File: config.mk
export PLATFORM = sky130hd
export DESIGN_NAME = ext_line_edge_trigger_cfg
export DESIGN_NICKNAME = d
export VERILOG_FILES = /design/src/ext_line_ctrl_pkg.sv /design/src/ext_line_edge_trigger_cfg.sv
export SDC_FILE = /design/constraint.sdc
export NUM_CORES = 1
export LEC_CHECK = 0
export ABC_AREA = 1
export BUFFER_PORTS_ARGS = -buffer_cell sky130_fd_sc_hd__buf_4
export CORE_MARGIN = 5
export CORE_UTILIZATION = 60
export CTS_BUF_LIST = sky130_fd_sc_hd__clkbuf_2
export DETAILED_ROUTE_END_ITERATION = 10
export GPL_TIMING_DRIVEN = 0
export PLACE_DENSITY = 0.87
export SYNTH_ARGS = -nofsm -noshare
export SYNTH_HDL_FRONTEND = slang
export SYNTH_SLANG_ARGS = --single-unit
File: constraint.sdc
create_clock -name pclk -period 3.2 [get_ports pclk]
set_input_delay 0.64 -clock pclk [delete_from_list [all_inputs] [get_ports pclk]]
set_output_delay 0.64 -clock pclk [all_outputs]
set_load 0.005 [all_outputs]
File: src/ext_line_ctrl_pkg.sv
// Constants for the external line trigger front end: offsets, field layout and reset values.
//
// Contract
// A line's rising edge sets its pending flag only while its rising enable bit is one.
// A line's falling edge sets its pending flag only while its falling enable bit is one.
// Software keeps bit 25 and bits 31 to 27 of the trigger registers at their reset values.
// The falling enable register resets to all zeros.
// Writing one to a software trigger bit that reads zero sets the pending flag and holds the bit at one.
// A software triggered pending flag raises the interrupt only if both its masks pass it.
// A software trigger bit clears only when software writes one to the line's pending flag.
// An enabled edge on a line input sets that line's pending flag.
// A pending flag clears on a write of one to it or on a change of the line's edge polarity.
// An interrupt mask bit of one passes the line's interrupt request and zero blocks it.
// An event mask bit of one passes the line's event request and zero blocks it.
// With both enables set a line triggers on either edge.

package ext_line_ctrl_pkg;

  // ****************************************************************
  // Register offsets
  // ****************************************************************
  localparam logic [7:0] OFS_IRQ_UNMASK = 8'h00;
  localparam logic [7:0] OFS_EVT_UNMASK = 8'h04;
  localparam logic [7:0] OFS_RISE_SEL   = 8'h08;
  localparam logic [7:0] OFS_FALL_SEL   = 8'h0c;
  localparam logic [7:0] OFS_SW_TRIG    = 8'h10;
  localparam logic [7:0] OFS_PENDING    = 8'h14;

  // ****************************************************************
  // Field layout and reset values
  // ****************************************************************
  localparam int          NUM_LINES     = 27;
  localparam logic [31:0] LINE_MASK     = 32'h05ff_ffff;
  localparam logic [31:0] RST_IRQ_MASK  = 32'h0000_0000;
  localparam logic [31:0] RST_EVT_MASK  = 32'h0000_0000;
  localparam logic [31:0] RST_RISE_SEL  = 32'h0000_0000;
  localparam logic [31:0] RST_FALL_SEL  = 32'h0000_0000;
  localparam logic [31:0] RST_SW_TRIG   = 32'h0000_0000;
  localparam logic [31:0] RST_PENDING   = 32'h0000_0000;
  localparam logic [31:0] RST_RDATA     = 32'h0000_0000;

endpackage : ext_line_ctrl_pkg

File: src/ext_line_edge_trigger_cfg.sv
// Edge trigger front end of the external line controller with its APB register file.
`timescale 1ns/10ps
`default_nettype none

module ext_line_edge_trigger_cfg
  import ext_line_ctrl_pkg::*;
(
  input  wire logic                 pclk,
  input  wire logic                 presetn,
  input  wire logic                 psel,
  input  wire logic                 penable,
  input  wire logic                 pwrite,
  input  wire logic [7:0]           paddr,
  input  wire logic [31:0]          pwdata,
  input  wire logic [3:0]           pstrb,
  output logic      [31:0]          prdata,
  output logic                      pready,
  output logic                      pslverr,
  input  wire logic [NUM_LINES-1:0] ext_line_in,
  output logic      [NUM_LINES-1:0] evt_out,
  output logic      [NUM_LINES-1:0] line_pending_flags,
  output logic                      irq
);

  // ****************************************************************
  // State
  // ****************************************************************
  typedef struct packed {
    // Three stage input synchroniser and the filtered line level.
    logic [31:0] sync1;
    logic [31:0] sync2;
    logic [31:0] sync3;
    logic [31:0] filt;
    // Software visible registers; reserved bits always hold zero.
    logic [31:0] irq_unmask_bits;
    logic [31:0] evt_unmask_bits;
    logic [31:0] rise_trig_en;
    logic [31:0] fall_trig_en;
    logic [31:0] sw_line_trig;
    logic [31:0] pend;
    // Registered bus and event outputs.
    logic [31:0] rdata;
    logic [31:0] evt;
  } state_s;

  state_s cur;
  state_s nxt;

  // ****************************************************************
  // Helpers
  // ****************************************************************
  function automatic logic [31:0] merge_strb(
    input logic [31:0] old_val,
    input logic [31:0] wdata,
    input logic [3:0]  strb
  );
    logic [31:0] res;
    res = old_val;
    for (int i = 0; i < 4; i++) begin
      if (strb[i]) begin
        res[i*8 +: 8] = wdata[i*8 +: 8];
      end
    end
    return res & LINE_MASK;
  endfunction : merge_strb

  function automatic logic [31:0] strb_bits(
    input logic [31:0] wdata,
    input logic [3:0]  strb
  );
    logic [31:0] res;
    res = 32'h0000_0000;
    for (int i = 0; i < 4; i++) begin
      if (strb[i]) begin
        res[i*8 +: 8] = wdata[i*8 +: 8];
      end
    end
    return res & LINE_MASK;
  endfunction : strb_bits

  function automatic logic addr_mapped(
    input logic [7:0] addr
  );
    logic hit;
    unique case (addr)
      OFS_IRQ_UNMASK,
      OFS_EVT_UNMASK,
      OFS_RISE_SEL,
      OFS_FALL_SEL,
      OFS_SW_TRIG,
      OFS_PENDING:    hit = 1'b1;
      default:        hit = 1'b0;
    endcase
    return hit;
  endfunction : addr_mapped

  // A line that changes every cycle never settles, so it can never raise an edge.
  function automatic logic [31:0] filter_step(
    input logic [31:0] stage2,
    input logic [31:0] stage3,
    input logic [31:0] filt_now
  );
    logic [31:0] res;
    res = filt_now;
    for (int i = 0; i < 32; i++) begin
      if (stage2[i] == stage3[i]) begin
        res[i] = stage2[i];
      end
    end
    return res;
  endfunction : filter_step

  function automatic logic [31:0] read_word(
    input state_s     regs,
    input logic [7:0] addr
  );
    logic [31:0] res;
    unique case (addr)
      OFS_IRQ_UNMASK: res = regs.irq_unmask_bits;
      OFS_EVT_UNMASK: res = regs.evt_unmask_bits;
      OFS_RISE_SEL:   res = regs.rise_trig_en;
      OFS_FALL_SEL:   res = regs.fall_trig_en;
      OFS_SW_TRIG:    res = regs.sw_line_trig;
      OFS_PENDING:    res = regs.pend;
      default:        res = 32'h0000_0000;
    endcase
    return res;
  endfunction : read_word

  // ****************************************************************
  // Bus decode
  // ****************************************************************
  logic        setup_ph;
  logic        access_ph;
  logic        wr_ok;
  logic        wr_irqm;
  logic        wr_evtm;
  logic        wr_rise;
  logic        wr_fall;
  logic        wr_sw;
  logic        wr_pend;
  logic [31:0] wbits;
  logic [31:0] line_in32;
  logic [31:0] rise_edge;
  logic [31:0] fall_edge;
  logic [31:0] hw_trig;
  logic [31:0] sw_set;
  logic [31:0] pend_clr;
  logic [31:0] polarity_chg;
  logic [31:0] irq_lines;
  logic [31:0] new_filt;
  logic [31:0] irqm_merged;
  logic [31:0] evtm_merged;
  logic [31:0] rise_merged;
  logic [31:0] fall_merged;
  logic [31:0] pend_w1c;
  logic [31:0] trig_all;

  assign setup_ph  = psel && !penable;
  assign access_ph = psel && penable;
  // Zero wait states: read data is captured in the setup cycle, so it comes from a flop.
  assign pready    = 1'b1;
  // An unmapped address answers with an error and changes nothing.
  assign pslverr   = access_ph && !addr_mapped(paddr);

  // ****************************************************************
  // Write strobes
  // ****************************************************************
  assign wr_ok     = access_ph && pwrite && addr_mapped(paddr);
  assign wr_irqm   = wr_ok && (paddr == OFS_IRQ_UNMASK);
  assign wr_evtm   = wr_ok && (paddr == OFS_EVT_UNMASK);
  assign wr_rise   = wr_ok && (paddr == OFS_RISE_SEL);
  assign wr_fall   = wr_ok && (paddr == OFS_FALL_SEL);
  assign wr_sw     = wr_ok && (paddr == OFS_SW_TRIG);
  assign wr_pend   = wr_ok && (paddr == OFS_PENDING);
  assign wbits     = strb_bits(pwdata, pstrb);
  // Line 25 has no logic behind it; its bit passes the synchroniser but is masked off from the edge detectors on.
  assign line_in32 = {{(32-NUM_LINES){1'b0}}, ext_line_in};

  // ****************************************************************
  // Write data
  // ****************************************************************
  // Merged values are masked, so a careless write cannot set a reserved bit.
  assign irqm_merged = merge_strb(cur.irq_unmask_bits, pwdata, pstrb);
  assign evtm_merged = merge_strb(cur.evt_unmask_bits, pwdata, pstrb);
  assign rise_merged = merge_strb(cur.rise_trig_en, pwdata, pstrb);
  assign fall_merged = merge_strb(cur.fall_trig_en, pwdata, pstrb);
  // Writing one clears a flag; writing zero leaves it alone.
  assign pend_w1c    = wr_pend ? wbits : 32'h0000_0000;

  // ****************************************************************
  // Edge detection
  // ****************************************************************
  always_comb begin
    // A change counts only once the two later stages agree.
    new_filt  = filter_step(cur.sync2, cur.sync3, cur.filt);
    rise_edge = new_filt & ~cur.filt & LINE_MASK;
    fall_edge = ~new_filt & cur.filt & LINE_MASK;
  end

  // Either enable alone picks its edge; both together give either edge.
  assign hw_trig = (rise_edge & cur.rise_trig_en) |
                   (fall_edge & cur.fall_trig_en);

  // ****************************************************************
  // Software trigger
  // ****************************************************************
  // A software trigger acts only on lines whose bit still reads zero.
  assign sw_set   = wr_sw ? (wbits & ~cur.sw_line_trig) : 32'h0000_0000;
  assign trig_all = hw_trig | sw_set;

  // ****************************************************************
  // Pending clear
  // ****************************************************************
  // A toggled enable bit, in either direction, counts as a polarity change.
  assign polarity_chg = (wr_rise ? (rise_merged ^ cur.rise_trig_en) : 32'h0000_0000) |
                        (wr_fall ? (fall_merged ^ cur.fall_trig_en) : 32'h0000_0000);
  assign pend_clr     = pend_w1c | polarity_chg;

  // ****************************************************************
  // Interrupt output
  // ****************************************************************
  // Lines set by software also need the event mask to pass.
  // The request is a level and drops only when the flag clears, its mask closes, or the line's software bit is set while its event mask is closed.
  assign irq_lines = cur.pend & cur.irq_unmask_bits &
                     (~cur.sw_line_trig | cur.evt_unmask_bits);
  assign irq       = |irq_lines;

  // ****************************************************************
  // Next state
  // ****************************************************************
  always_comb begin
    nxt       = cur;
    nxt.sync1 = line_in32;
    nxt.sync2 = cur.sync1;
    nxt.sync3 = cur.sync2;
    nxt.filt  = new_filt;

    if (wr_irqm) begin
      nxt.irq_unmask_bits = irqm_merged;
    end
    if (wr_evtm) begin
      nxt.evt_unmask_bits = evtm_merged;
    end
    if (wr_rise) begin
      nxt.rise_trig_en = rise_merged;
    end
    if (wr_fall) begin
      nxt.fall_trig_en = fall_merged;
    end

    // Set wins over clear, so an edge in the clearing cycle is kept.
    nxt.pend = ((cur.pend & ~pend_clr) | trig_all) & LINE_MASK;

    // Only a pending clear drops the software bit; writing it again does nothing.
    nxt.sw_line_trig = ((cur.sw_line_trig & ~pend_w1c) |
                        sw_set) & LINE_MASK;

    // One cycle event pulse per triggered line that the event mask passes.
    nxt.evt = trig_all & cur.evt_unmask_bits;

    // Taking read data in the setup cycle lets prdata come from a flop with no wait state.
    if (setup_ph && !pwrite) begin
      nxt.rdata = read_word(cur, paddr);
    end
  end

  // ****************************************************************
  // Registers
  // ****************************************************************
  always_ff @(posedge pclk or negedge presetn) begin
    if (!presetn) begin
      // Every field resets to a constant; the synchroniser starts at the idle low level.
      cur.sync1           <= 32'h0000_0000;
      cur.sync2           <= 32'h0000_0000;
      cur.sync3           <= 32'h0000_0000;
      cur.filt            <= 32'h0000_0000;
      cur.irq_unmask_bits <= RST_IRQ_MASK;
      cur.evt_unmask_bits <= RST_EVT_MASK;
      cur.rise_trig_en    <= RST_RISE_SEL;
      cur.fall_trig_en    <= RST_FALL_SEL;
      cur.sw_line_trig    <= RST_SW_TRIG;
      cur.pend            <= RST_PENDING;
      cur.rdata           <= RST_RDATA;
      cur.evt             <= 32'h0000_0000;
    end else begin
      cur <= nxt;
    end
  end

  // ****************************************************************
  // Outputs
  // ****************************************************************
  assign prdata             = cur.rdata;
  assign evt_out            = cur.evt[NUM_LINES-1:0];
  assign line_pending_flags = cur.pend[NUM_LINES-1:0];

endmodule : ext_line_edge_trigger_cfg

`default_nettype wire

== Yosys cells after proc, flatten, opt, wreduce, memory -nomap -nowiden ==
Index checks and enable logic that the tools add are counted.
Storage, ports and cells
  bits in writable memories: 0
  bits in latches: 0
  memories kept: 0
  register bits after elaboration: 323
  bits of input ports: 76
  output and inout bits: 89
  ROM bits: 0
  word-level logic and storage cells: 145
Cells by class
  magnitude comparators: 0
  eq/ne operators: 32
  bitwise logic cells: 24
  reductions and logical operators: 26
  multiplexer cells: 45
  $mul: 0
  add/subtract/negate cells: 0
  shift operators: 0
  div/mod/pow operators: 0
Operators with widths (number)
  27-bit AND: 9
  27-bit OR: 6
  27-bit case mux with 6 select lines: 1
  27-bit 2-to-1 mux: 4
  27-bit NOT: 4
  8-bit 2-to-1 mux: 9
  27-bit bitwise XOR: 2
  27-bit by 32-bit AND with 32-bit output: 1
  27-bit NOT with 32-bit output: 1
  32-bit by 27-bit OR with 32-bit output: 1
  32-bit OR reduction: 1
  1-bit 2-to-1 mux: 28
  1-bit == test: 27
  8-bit by 4-bit == test with 1-bit output, second input constant: 2
  8-bit by 5-bit == test with 1-bit output, second input constant: 2
  2-bit AND reduction: 8
  1-bit logical AND: 12
  3-bit 2-to-1 mux: 3
  8-bit by 3-bit == test with 1-bit output, second input constant: 1
  8-bit zero test: 1
  6-bit OR reduction: 1
  1-bit zero test: 3

== Depth between registers and ports, before layout ==
Gate-level depths: netlist of run 1.
  depth after elaboration: 11
  depth in mapped cells: 12
  depth with buffers taken out: 11

== Worst setup path after synthesis of run 1 ==
Ideal clock, no wire load.
  path type: input port to output port
  from: input port paddr[7]
  to: output port pslverr
  stages: 8
  arrival time: 1730 ps
  path buffers: 2
  data required time: 2560 ps
  slack: 830 ps
  cell sequence: nor2_1 -> nand2_1 -> nor2_4 -> nor2_1 -> nand3_2 -> buf_2 -> buf_2 -> nor2_1
Between the ends
  cells in the longest elaborated chain, start to end: 5
Ends and longest elaborated chain
  from (decl): line ext_line_edge_trigger_cfg.sv:13  | input wire logic [7:0] paddr,
  8-bit by 3-bit == test with 1-bit output (tied with other cells): line ext_line_edge_trigger_cfg.sv:85  | unique case (addr)
  6-bit OR reduction *: line ext_line_edge_trigger_cfg.sv:85
  1-bit 2-to-1 mux *: line ext_line_edge_trigger_cfg.sv:85
  1-bit zero test *: line ext_line_edge_trigger_cfg.sv:164  | assign pslverr = access_ph && !addr_mapped(paddr);
  1-bit logical AND *: line ext_line_edge_trigger_cfg.sv:164
  to (decl): line ext_line_edge_trigger_cfg.sv:18  | output logic pslverr,
Every way passes the cells marked *; elsewhere a longest branch is shown, timed or not.

== Worst setup path after layout of run 1 ==
  from: input port paddr[1]
  to: output port pslverr
Same word-level chain as after synthesis.

==> flow_summary.json, run 1 <==
{
  "fin_crit_sh_pct": 97.3,
  "viasPerCell": 5.91,
  "port_buffers": 145,
  "antenna_found_initial": 1,
  "r2r_cells": 8,
  "fp-row-count": 58,
  "yosysSeqAreaShare_pct": 51.0,
  "final-setup-viol-count": 0,
  "wl_per_cell_um": 20.5,
  "die_h_um": 170,
  "hpwl_um": 33600,
  "status": "finished, final reports clean",
  "cp.required_ps": 2560,
  "final_cell_mix": "412 x nand2_1, 312 x dfrtp_1, 262 x inv_1",
  "dominantRegCellSynth": "dfrtp_1",
  "synth-async-reset-ratio_pct": 100,
  "syn-cell-area_mm2": 0.0153,
  "dr_total_vias": 14700,
  "hold_start": "pwdata[3]",
  "fin_crit_ps": 3110,
  "maxSlewHeadroom_pct": 26.1,
  "placeableCoreArea_mm2": 0.0252,
  "grt.total_usage_pct": 34.9,
  "rrSetupSlack_ps": 1750,
  "fillCellCount": 1953,
  "path_clk_slew_ps": 110,
  "ant_nets": 0,
  "drt_iter0_markers": 1917,
  "synth.distinct_cells": 33,
  "ys_seq_elements": 312,
  "crit_type": "in2out",
  "utilization_pct": 71.5,
  "holdPathStages": 3,
  "cts.sinks": 312,
  "crit_fanout": 10,
  "r2r-start": "cur[152]",
  "mostFrequentLayoutCell": "nand2_1",
  "synth_area_per_cell_um2": 8.37,
  "routed_wl_um": 50900,
  "first_pass_iters": 9,
  "htreeDepth": 3,
  "hold_path_class": "in2reg",
  "clk_latency_ps": 910,
  "final_nets": 2177,
  "worstMarginPinSlew_ps": 1110,
  "grt_pass1_wl_um": 77300,
  "io_pins": 165,
  "stdcell_area_mm2": 0.0180,
  "clock_skew_ps": 72.3,
  "initial_core_util_pct": 60.8,
  "rsz0062_at_grt": "false",
  "layout.cells.non_filler": 2488,
  "die_w_um": 170,
  "ir_drop_mv": 0.289,
  "maxCapViolations": 0,
  "grt_max_degree": 120,
  "leakagePower_nw": 9.58,
  "drc_errors": 0,
  "grt_overflow": 0,
  "min_to": "cur[195]",
  "cts_buffer_depth": 3,
  "reg2reg_to": "line_pending_flags[24]",
  "cts_tree": "built",
  "numCtsBuffers": 78,
  "worstPathArrival_ps": 2470,
  "synth-edff-count": 0,
  "pwr_density_cell_mw_per_mm2": 423,
  "final-hold-violation-count": 0,
  "die_area_mm2": 0.0288,
  "slew_violations": 0,
  "numPlacedInstances": 2311,
  "grt_pass1_vias": 14500,
  "yosysWarnings": 0,
  "critPathLaunchType": "input pin",
  "area_delta_synth_final_pct": 17.7,
  "syn_inst": 1827,
  "hold_slack_ps": 22.2,
  "cts_root_buffer": "clkbuf_2",
  "drive_gt1_share_pct": 20.7,
  "place_congestion": 0.986,
  "crit_path_end_kind": "output pin",
  "fmax_mhz": 321,
  "dpl_cell_area_mm2": 0.0169
}
[per-layer routing]
metal  GRT usage (%)  vias to the layer above  part of all wire [%]
met1            44.4                     6747                    36
met5               0                        -                     0
li1                -                     6492                     -
met2            51.8                     1175                    44
met4            20.9                        0                   6.4
met3            12.1                      292                    14
[power breakdown]
part           switching [mW]  internal [mW]  leakage [nW]
combinational           0.439          0.293          5.38
clock                    1.70           1.07         0.520
sequential             0.0735           4.05          3.69
total                    2.21           5.41          9.58
[sequential cells by signal, indices dropped and copies added, names as in the netlist]
register and flops:
line_pending_flags 26, cur 234, evt_out 26, prdata 26
[worst max path at each step]
stage                           to  depth (start not counted)     start
after floorplan            pslverr                          8  paddr[7]
after global routing       pslverr                         10  paddr[7]
after CTS                  pslverr                         10  paddr[7]
after global placement    cur[374]                          1   presetn
final                      pslverr                         10  paddr[1]
after detailed placement   pslverr                         10  paddr[7]
[cells in the mapped netlist (16+ instances only)]
cell type	count	share of area, %
nor2_1	90	2.2
maj3_1	26	1.7
buf_2	28	0.92
nand4_1	106	4.3
dfrtp_1	312	51
buf_4	87	4.3
inv_1	262	6.4
nor4_1	28	1.1
a21oi_1	28	0.92
clkbuf_1	36	0.88
a31oi_1	31	1.3
o22ai_1	23	0.94
nand2_1	412	10
o21ai_1	16	0.52
o21ai_0	229	7.5
o21ai_2	38	2.2
[critical path, stage by stage]
cell and delay (ps):
buf_4 130, nor2_2 210, nand2_2 130, nor2_2 260, nor2_1 100, nand3_2 140, buf_2 290, buf_2 360
nor2_1 70, buf_4 140
[stage by stage]
stage | setup WS (ps) | total power [mW] | setup TNS [ps]
2_1_floorplan | 830 | 4.54 | 0
3_3_place_gp | -1240 | 4.84 | -378840
4_1_cts | 6.66 | 7.61 | 0
6_report | 85.7 | 7.62 | 0
3_5_place_dp | -7.02 | 4.88 | -7.02
5_1_grt | 46.5 | 7.95 | 0
[logic make-up after synthesis]
| logic type | after synthesis | synth area share, % |
|---|---|---|
| other | 2 | 0.0491 |
| AOI/OAI and AO/OA | 383 | 14.2 |
| adders and majority gates | 26 | 1.70 |
| buffers and inverters | 428 | 13.2 |
| and+or+nand+nor | 676 | 19.8 |
| DFF | 312 | 51.0 |
[final cells by class]
type | count | area, µm² | share of cell area, %
flip-flops and latches | 312 | 7810 | 43.4
multi-input cells | 1094 | 5520 | 30.7
repair buffers | 187 | 1540 | 8.57
plain buffers | 162 | 1010 | 5.63
inverters | 266 | 998 | 5.54
clock buffers | 107 | 536 | 2.97
well taps | 330 | 413 | 2.29
clock inverters | 29 | 170 | 0.945
diodes | 1 | 2.50 | 0.0139
[what timing repair did]
item,CTS,global route
hold buffers,36,1
resized for setup,0,3
setup buffers,0,3
pin swaps,1,4
endpoints found under the setup margin,1,2
endpoints found under the hold margin,159,1
Note: power is estimated with default switching activity, not from simulation.
==> inputs of run 2 (changes only) <==
--- a/config.mk
+++ b/config.mk
@@ -8,11 +8,12 @@
 export ABC_AREA = 1
 export BUFFER_PORTS_ARGS = -buffer_cell sky130_fd_sc_hd__buf_4
 export CORE_MARGIN = 5
-export CORE_UTILIZATION = 60
+export CORE_UTILIZATION = 35
 export CTS_BUF_LIST = sky130_fd_sc_hd__clkbuf_2
 export DETAILED_ROUTE_END_ITERATION = 10
 export GPL_TIMING_DRIVEN = 0
-export PLACE_DENSITY = 0.87
+export MAX_ROUTING_LAYER = met4
+export PLACE_DENSITY = 0.58
 export SYNTH_ARGS = -nofsm -noshare
 export SYNTH_HDL_FRONTEND = slang
 export SYNTH_SLANG_ARGS = --single-unit
==> constraint.sdc (replaced) <==
create_clock -name pclk -period 3.7 [get_ports pclk]
set_input_delay 0.74 -clock pclk [delete_from_list [all_inputs] [get_ports pclk]]
set_output_delay 0.74 -clock pclk [all_outputs]
set_load 0.005 [all_outputs]
==> flow_summary.json, run 2 (synthesized netlist as in run 1, its figures left out) <==
{
  "mostFrequentLayoutCell": "nand2_1",
  "final-hold-violation-count": 0,
  "intPower_mw": 4.69,
  "io_pins": 165,
  "fin_crit_sh_pct": 92.6,
  "leakagePower_nw": 9.67,
  "fmax_mhz": 292,
  "maxSlewHeadroom_pct": 24.5,
  "die_h_um": 219,
  "cts_resized": 0,
  "dr_total_vias": 14200,
  "drive_gt1_share_pct": 21.0,
  "wl_met3_um": 5120,
  "antenna_found_initial": 1,
  "critical-path-top-delay-family": "simple AND/OR/NAND/NOR gates",
  "pwr_density_cell_mw_per_mm2": 360,
  "final-setup-viol-count": 0,
  "status": "finished, final reports clean",
  "fin_crit_ps": 3420,
  "initial_core_util_pct": 35.4,
  "p_sw_share_pct": 29.4,
  "cp.buffers_inverters": 4,
  "ant_nets": 0,
  "area_delta_synth_final_pct": 20.6,
  "drt_iter0_markers": 1394,
  "fillCellCount": 4377,
  "cts.sinks": 312,
  "hpwl_um": 37000,
  "die_area_mm2": 0.0480,
  "ir_drop_mv": 0.167,
  "cts_buffer_depth": 3,
  "critPathLaunchType": "input pin",
  "place_congestion": 0.915,
  "wl_per_cell_um": 19.9,
  "setup_tns_ps": 0,
  "total_power_mw": 6.64,
  "crit_fanout": 10,
  "setup_slack_ps": 275,
  "final_nets": 2199,
  "final_cell_mix": "412 x nand2_1, 312 x dfrtp_1, 262 x inv_1",
  "p_seq_share_pct": 53.7,
  "cp.required_ps": 2960,
  "p_clk_share_pct": 36.6,
  "drc_errors": 0,
  "port_buffers": 145,
  "largest-register": "cur",
  "largest_reg_flops": 234,
  "pre_cts_slack_ps": 212,
  "grt_max_degree": 122,
  "hold_path_class": "in2reg",
  "grt_pass1_vias": 13700,
  "die_w_um": 219,
  "viasPerCell": 5.12,
  "cp_slowest_stage_delay_ps": 360,
  "grt_pass1_wl_um": 81700,
  "hold_slack_ps": 55.8,
  "m1WireLength_um": 22700,
  "numCtsBuffers": 87,
  "cts_root_buffer": "clkbuf_2",
  "wl_met2_um": 25200,
  "crit_path_end_kind": "output pin",
  "utilization_pct": 42.7,
  "first_pass_iters": 6,
  "switching_power_mw": 1.95,
  "clock_skew_ps": 56.3,
  "crit_slowest_cell": "buf_2",
  "maxCapViolations": 0,
  "combPwrFrac_pct": 9.7,
  "worstPathArrival_ps": 2680,
  "placeableCoreArea_mm2": 0.0432,
  "routed_wl_um": 54900,
  "rsz0062_at_grt": "false",
  "slew_violations": 0,
  "grt.total_usage_pct": 23.3,
  "crit_path_cell_trace": "buf_4, nor2_1, nand2_1, nor2_4, nor2_1, nand3_2, buf_2, buf_2, nor2_1, buf_4",
  "fp-row-count": 76,
  "worstMarginPinSlew_ps": 1130,
  "clk_latency_ps": 1040,
  "top_layer_used": "met4",
  "htreeDepth": 3,
  "path_clk_slew_ps": 80,
  "grt_overflow": 0,
  "crit_top_cell": "nor2_1",
  "crit_type": "in2out",
  "cts_tree": "built"
}
[run 2: cell types whose count changed in the layout (fill, tap and decap cells not counted), sizes merged]
cell | before | now
dlygate4sd3 | 37 | 50
clkinv | 24 | 20
inv | 267 | 270
clkinvlp | 2 | 0
bufinv | 2 | 1
clkbuf | 143 | 154
[run 2: metal layers]
metal,GRT usage (%),vias to the layer above
met5,-,-
li1,-,6567
met3,5.30,143
met4,9.71,0
met2,35.9,752
met1,29.7,6689
[run 2: final timing paths]
kind                            slack, ps                     end  cells after the start       start
worst min-delay path                   60                cur[214]                      3  pwdata[22]
max in group asynchronous            2180                cur[290]                      3     presetn
worst min register to register        350                cur[324]                      0    cur[356]
worst max-delay path                  280                 pslverr                     10    paddr[7]
worst max register to register       2320  line_pending_flags[22]                      8    cur[150]
min in group asynchronous             360                cur[371]                      2     presetn
[run 2: layout make-up]
cell class / count / area [µm²] / share of cell area (%)
Sequential cell: 312 / 7810 / 42.3
Clock buffer: 118 / 591 / 3.20
Antenna cell: 1 / 2.50 / 0.0136
Tap cell: 585 / 732 / 3.97
Clock inverter: 25 / 128 / 0.692
Inverter: 266 / 998 / 5.41
Timing Repair Buffer: 200 / 1670 / 9.07
Buffer: 162 / 1010 / 5.50
Multi-Input combinational cell: 1094 / 5510 / 29.8
[run 2: power groups by stage]
stage	Sequential (mW)	Combinational, mW	Clock [mW]
after floorplan	3.61	0.318	0
after CTS	3.57	0.642	2.52
after global routing	3.58	0.717	2.70
after detailed placement	3.64	0.596	0
final	3.57	0.642	2.43
after global placement	3.63	0.578	0
[run 2: per-stage QoR]
stage / cell area [µm²] / std cells
6_report: 18500 / 2763
3_3_place_gp: 17100 / 2564
5_1_grt: 18500 / 2763
4_1_cts: 18400 / 2759
3_5_place_dp: 17200 / 2566
2_1_floorplan: 15300 / 1834
[run 2: repair_timing]
item / in CTS / in global routing
hold buffers: 50 / 0
buffers inserted: 0 / 3
endpoints found under the hold margin: 175 / 0
setup endpoints to repair: 0 / 1
[run 2: worst min-delay path, delay by kind of cell]
| family | cells | cell delay [ps] |
|---|---|---|
| compound gates | 1 | 60 |
| buf+inv | 2 | 180 |
==> inputs of run 3 (changes only) <==
--- a/config.mk
+++ b/config.mk
@@ -6,14 +6,14 @@
 export NUM_CORES = 1
 export LEC_CHECK = 0
 export ABC_AREA = 1
-export BUFFER_PORTS_ARGS = -buffer_cell sky130_fd_sc_hd__buf_4
 export CORE_MARGIN = 5
 export CORE_UTILIZATION = 35
 export CTS_BUF_LIST = sky130_fd_sc_hd__clkbuf_2
 export DETAILED_ROUTE_END_ITERATION = 10
+export DONT_BUFFER_PORTS = 1
 export GPL_TIMING_DRIVEN = 0
 export MAX_ROUTING_LAYER = met4
-export PLACE_DENSITY = 0.58
+export PLACE_DENSITY = 0.55
 export SYNTH_ARGS = -nofsm -noshare
 export SYNTH_HDL_FRONTEND = slang
 export SYNTH_SLANG_ARGS = --single-unit
==> constraint.sdc (replaced) <==
create_clock -name pclk -period 4.27 [get_ports pclk]
set_input_delay 0.854 -clock pclk [delete_from_list [all_inputs] [get_ports pclk]]
set_output_delay 0.854 -clock pclk [all_outputs]
set_load 0.005 [all_outputs]
==> flow_summary.json, run 3 (synthesized netlist as in run 1, its figures left out) <==
{
  "drc_errors": 0,
  "slew_violations": 0,
  "die_h_um": 219,
  "ir_drop_mv": 0.180,
  "clk_latency_ps": 1000,
  "crit_type": "in2out",
  "layout.cells.non_filler": 2632,
  "final-setup-viol-count": 0,
  "pwr_density_cell_mw_per_mm2": 335,
  "regArea_mm2": 0.00781,
  "cts.sinks": 312,
  "final_cell_mix": "412 x nand2_1, 312 x dfrtp_1, 262 x inv_1",
  "fmax_mhz": 277,
  "cts_tree": "built",
  "numCtsBuffers": 92,
  "placeableCoreArea_mm2": 0.0432,
  "ant_nets": 0,
  "cts_root_buffer": "clkbuf_2",
  "largest-register": "cur",
  "port_buffers": 0,
  "numPlacedInstances": 2419,
  "hpwl_um": 36100,
  "routed_wl_um": 55200,
  "maxCapViolations": 0,
  "setup_tns_ps": 0,
  "final_nets": 2057,
  "die_area_mm2": 0.0480,
  "pre_cts_slack_ps": 744,
  "setup_slack_ps": 654,
  "hold_path_class": "in2async",
  "failed_checks": "negative hold slack",
  "place_congestion": 0.914,
  "crit_path_end_kind": "output pin",
  "leakagePower_nw": 9.02,
  "first_pass_iters": 6,
  "grt_max_degree": 313,
  "grt_pass1_wl_um": 81700,
  "cts_buffer_depth": 3,
  "viasPerCell": 5.17,
  "fin_crit_ps": 3620,
  "path_clk_slew_ps": 90,
  "grt_overflow": 0,
  "fp-row-count": 76,
  "final-hold-violation-count": 312,
  "multi_input_comb_area_mm2": 0.00551,
  "rsz0062_at_grt": "false",
  "mostFrequentLayoutCell": "nand2_1",
  "cts_resized": 0,
  "worstMarginPinSlew_ps": 1140,
  "grt_pass1_vias": 13500,
  "crit_fanout": 10,
  "cp.required_ps": 3420,
  "grt.total_usage_pct": 23.5,
  "worstPathArrival_ps": 2760,
  "hold_slack_ps": -423,
  "fin_crit_sh_pct": 84.7,
  "htreeDepth": 3,
  "drt_iter0_markers": 1436,
  "critPathLaunchType": "input pin",
  "dr_total_vias": 13600,
  "clock_skew_ps": 84.8,
  "fillCellCount": 4460,
  "drive_gt1_share_pct": 15.7,
  "postCtsSetupBuffers": 0,
  "area_delta_synth_final_pct": 14.0,
  "status": "complete, but fails checks",
  "antenna_found_initial": 1,
  "initial_core_util_pct": 35.4,
  "wl_per_cell_um": 21.0,
  "total_power_mw": 5.84,
  "maxSlewHeadroom_pct": 23.8,
  "io_pins": 165,
  "largest_reg_flops": 234,
  "die_w_um": 219,
  "hold_buffers": 53
}
## run 3: cell count changes in the layout (fill, tap and decap cells not counted), sizes merged
cell	delta
buf	-150
dlygate4sd3	+3
inv	-4
clkinv	-1
bufinv	+2
clkbuf	+19
## run 3: path summary, 6_finish.rpt
check | cells after the start | start | slack (ps) | to
max in group asynchronous | 0 | presetn | 4090 | cur[96]
setup reg to reg | 8 | cur[150] | 2890 | line_pending_flags[22]
min in group pclk | 2 | pstrb[3] | 100 | cur[216]
hold reg to reg | 0 | cur[352] | 340 | cur[320]
setup / recovery | 8 | paddr[7] | 650 | pslverr
hold / removal | 0 | presetn | -420 | cur[178]
## run 3: critical path, cell delays in order
cell and delay, ps:
nor2_1 120, nand2_1 290, nor2_4 460, nor2_1 100
nand3_2 150, buf_2 300, buf_2 370, nor2_1 110
## run 3: area by class of cell
class                           instances  area share [%]
Antenna cell                            1          0.0143
Buffer                                162            5.82
Clock buffer                          137            3.93
Clock inverter                         22           0.933
Inverter                              266            5.72
Multi-Input combinational cell       1094            31.6
Sequential cell                       312            44.8
Tap cell                              585            4.20
Timing Repair Buffer                   53            3.04
## run 3: through the flow
step | area, µm² | util (%)
after floorplan | 15300 | -
after global placement | 16100 | 37.2
after detailed placement | 16100 | 37.2
after CTS | 17400 | 40.4
after global routing | 17400 | 40.4
final | 17400 | 40.4
## run 3: metal layers
metal,wire length [µm],vias to the layer above,global-route usage [%],part of all wire [%]
li1,-,6283,-,-
met1,22900,6447,30.2,41
met2,24600,708,34.9,45
met3,5480,170,6.62,9.9
met4,2310,0,10.2,4.2
met5,0,-,-,0
## run 3: where the power goes
part | switching, mW | total, mW | internal [mW]
Clock | 1.31 | 2.34 | 1.02
Combinational | 0.250 | 0.412 | 0.162
Sequential | 0.0544 | 3.09 | 3.04
Total | 1.62 | 5.84 | 4.22
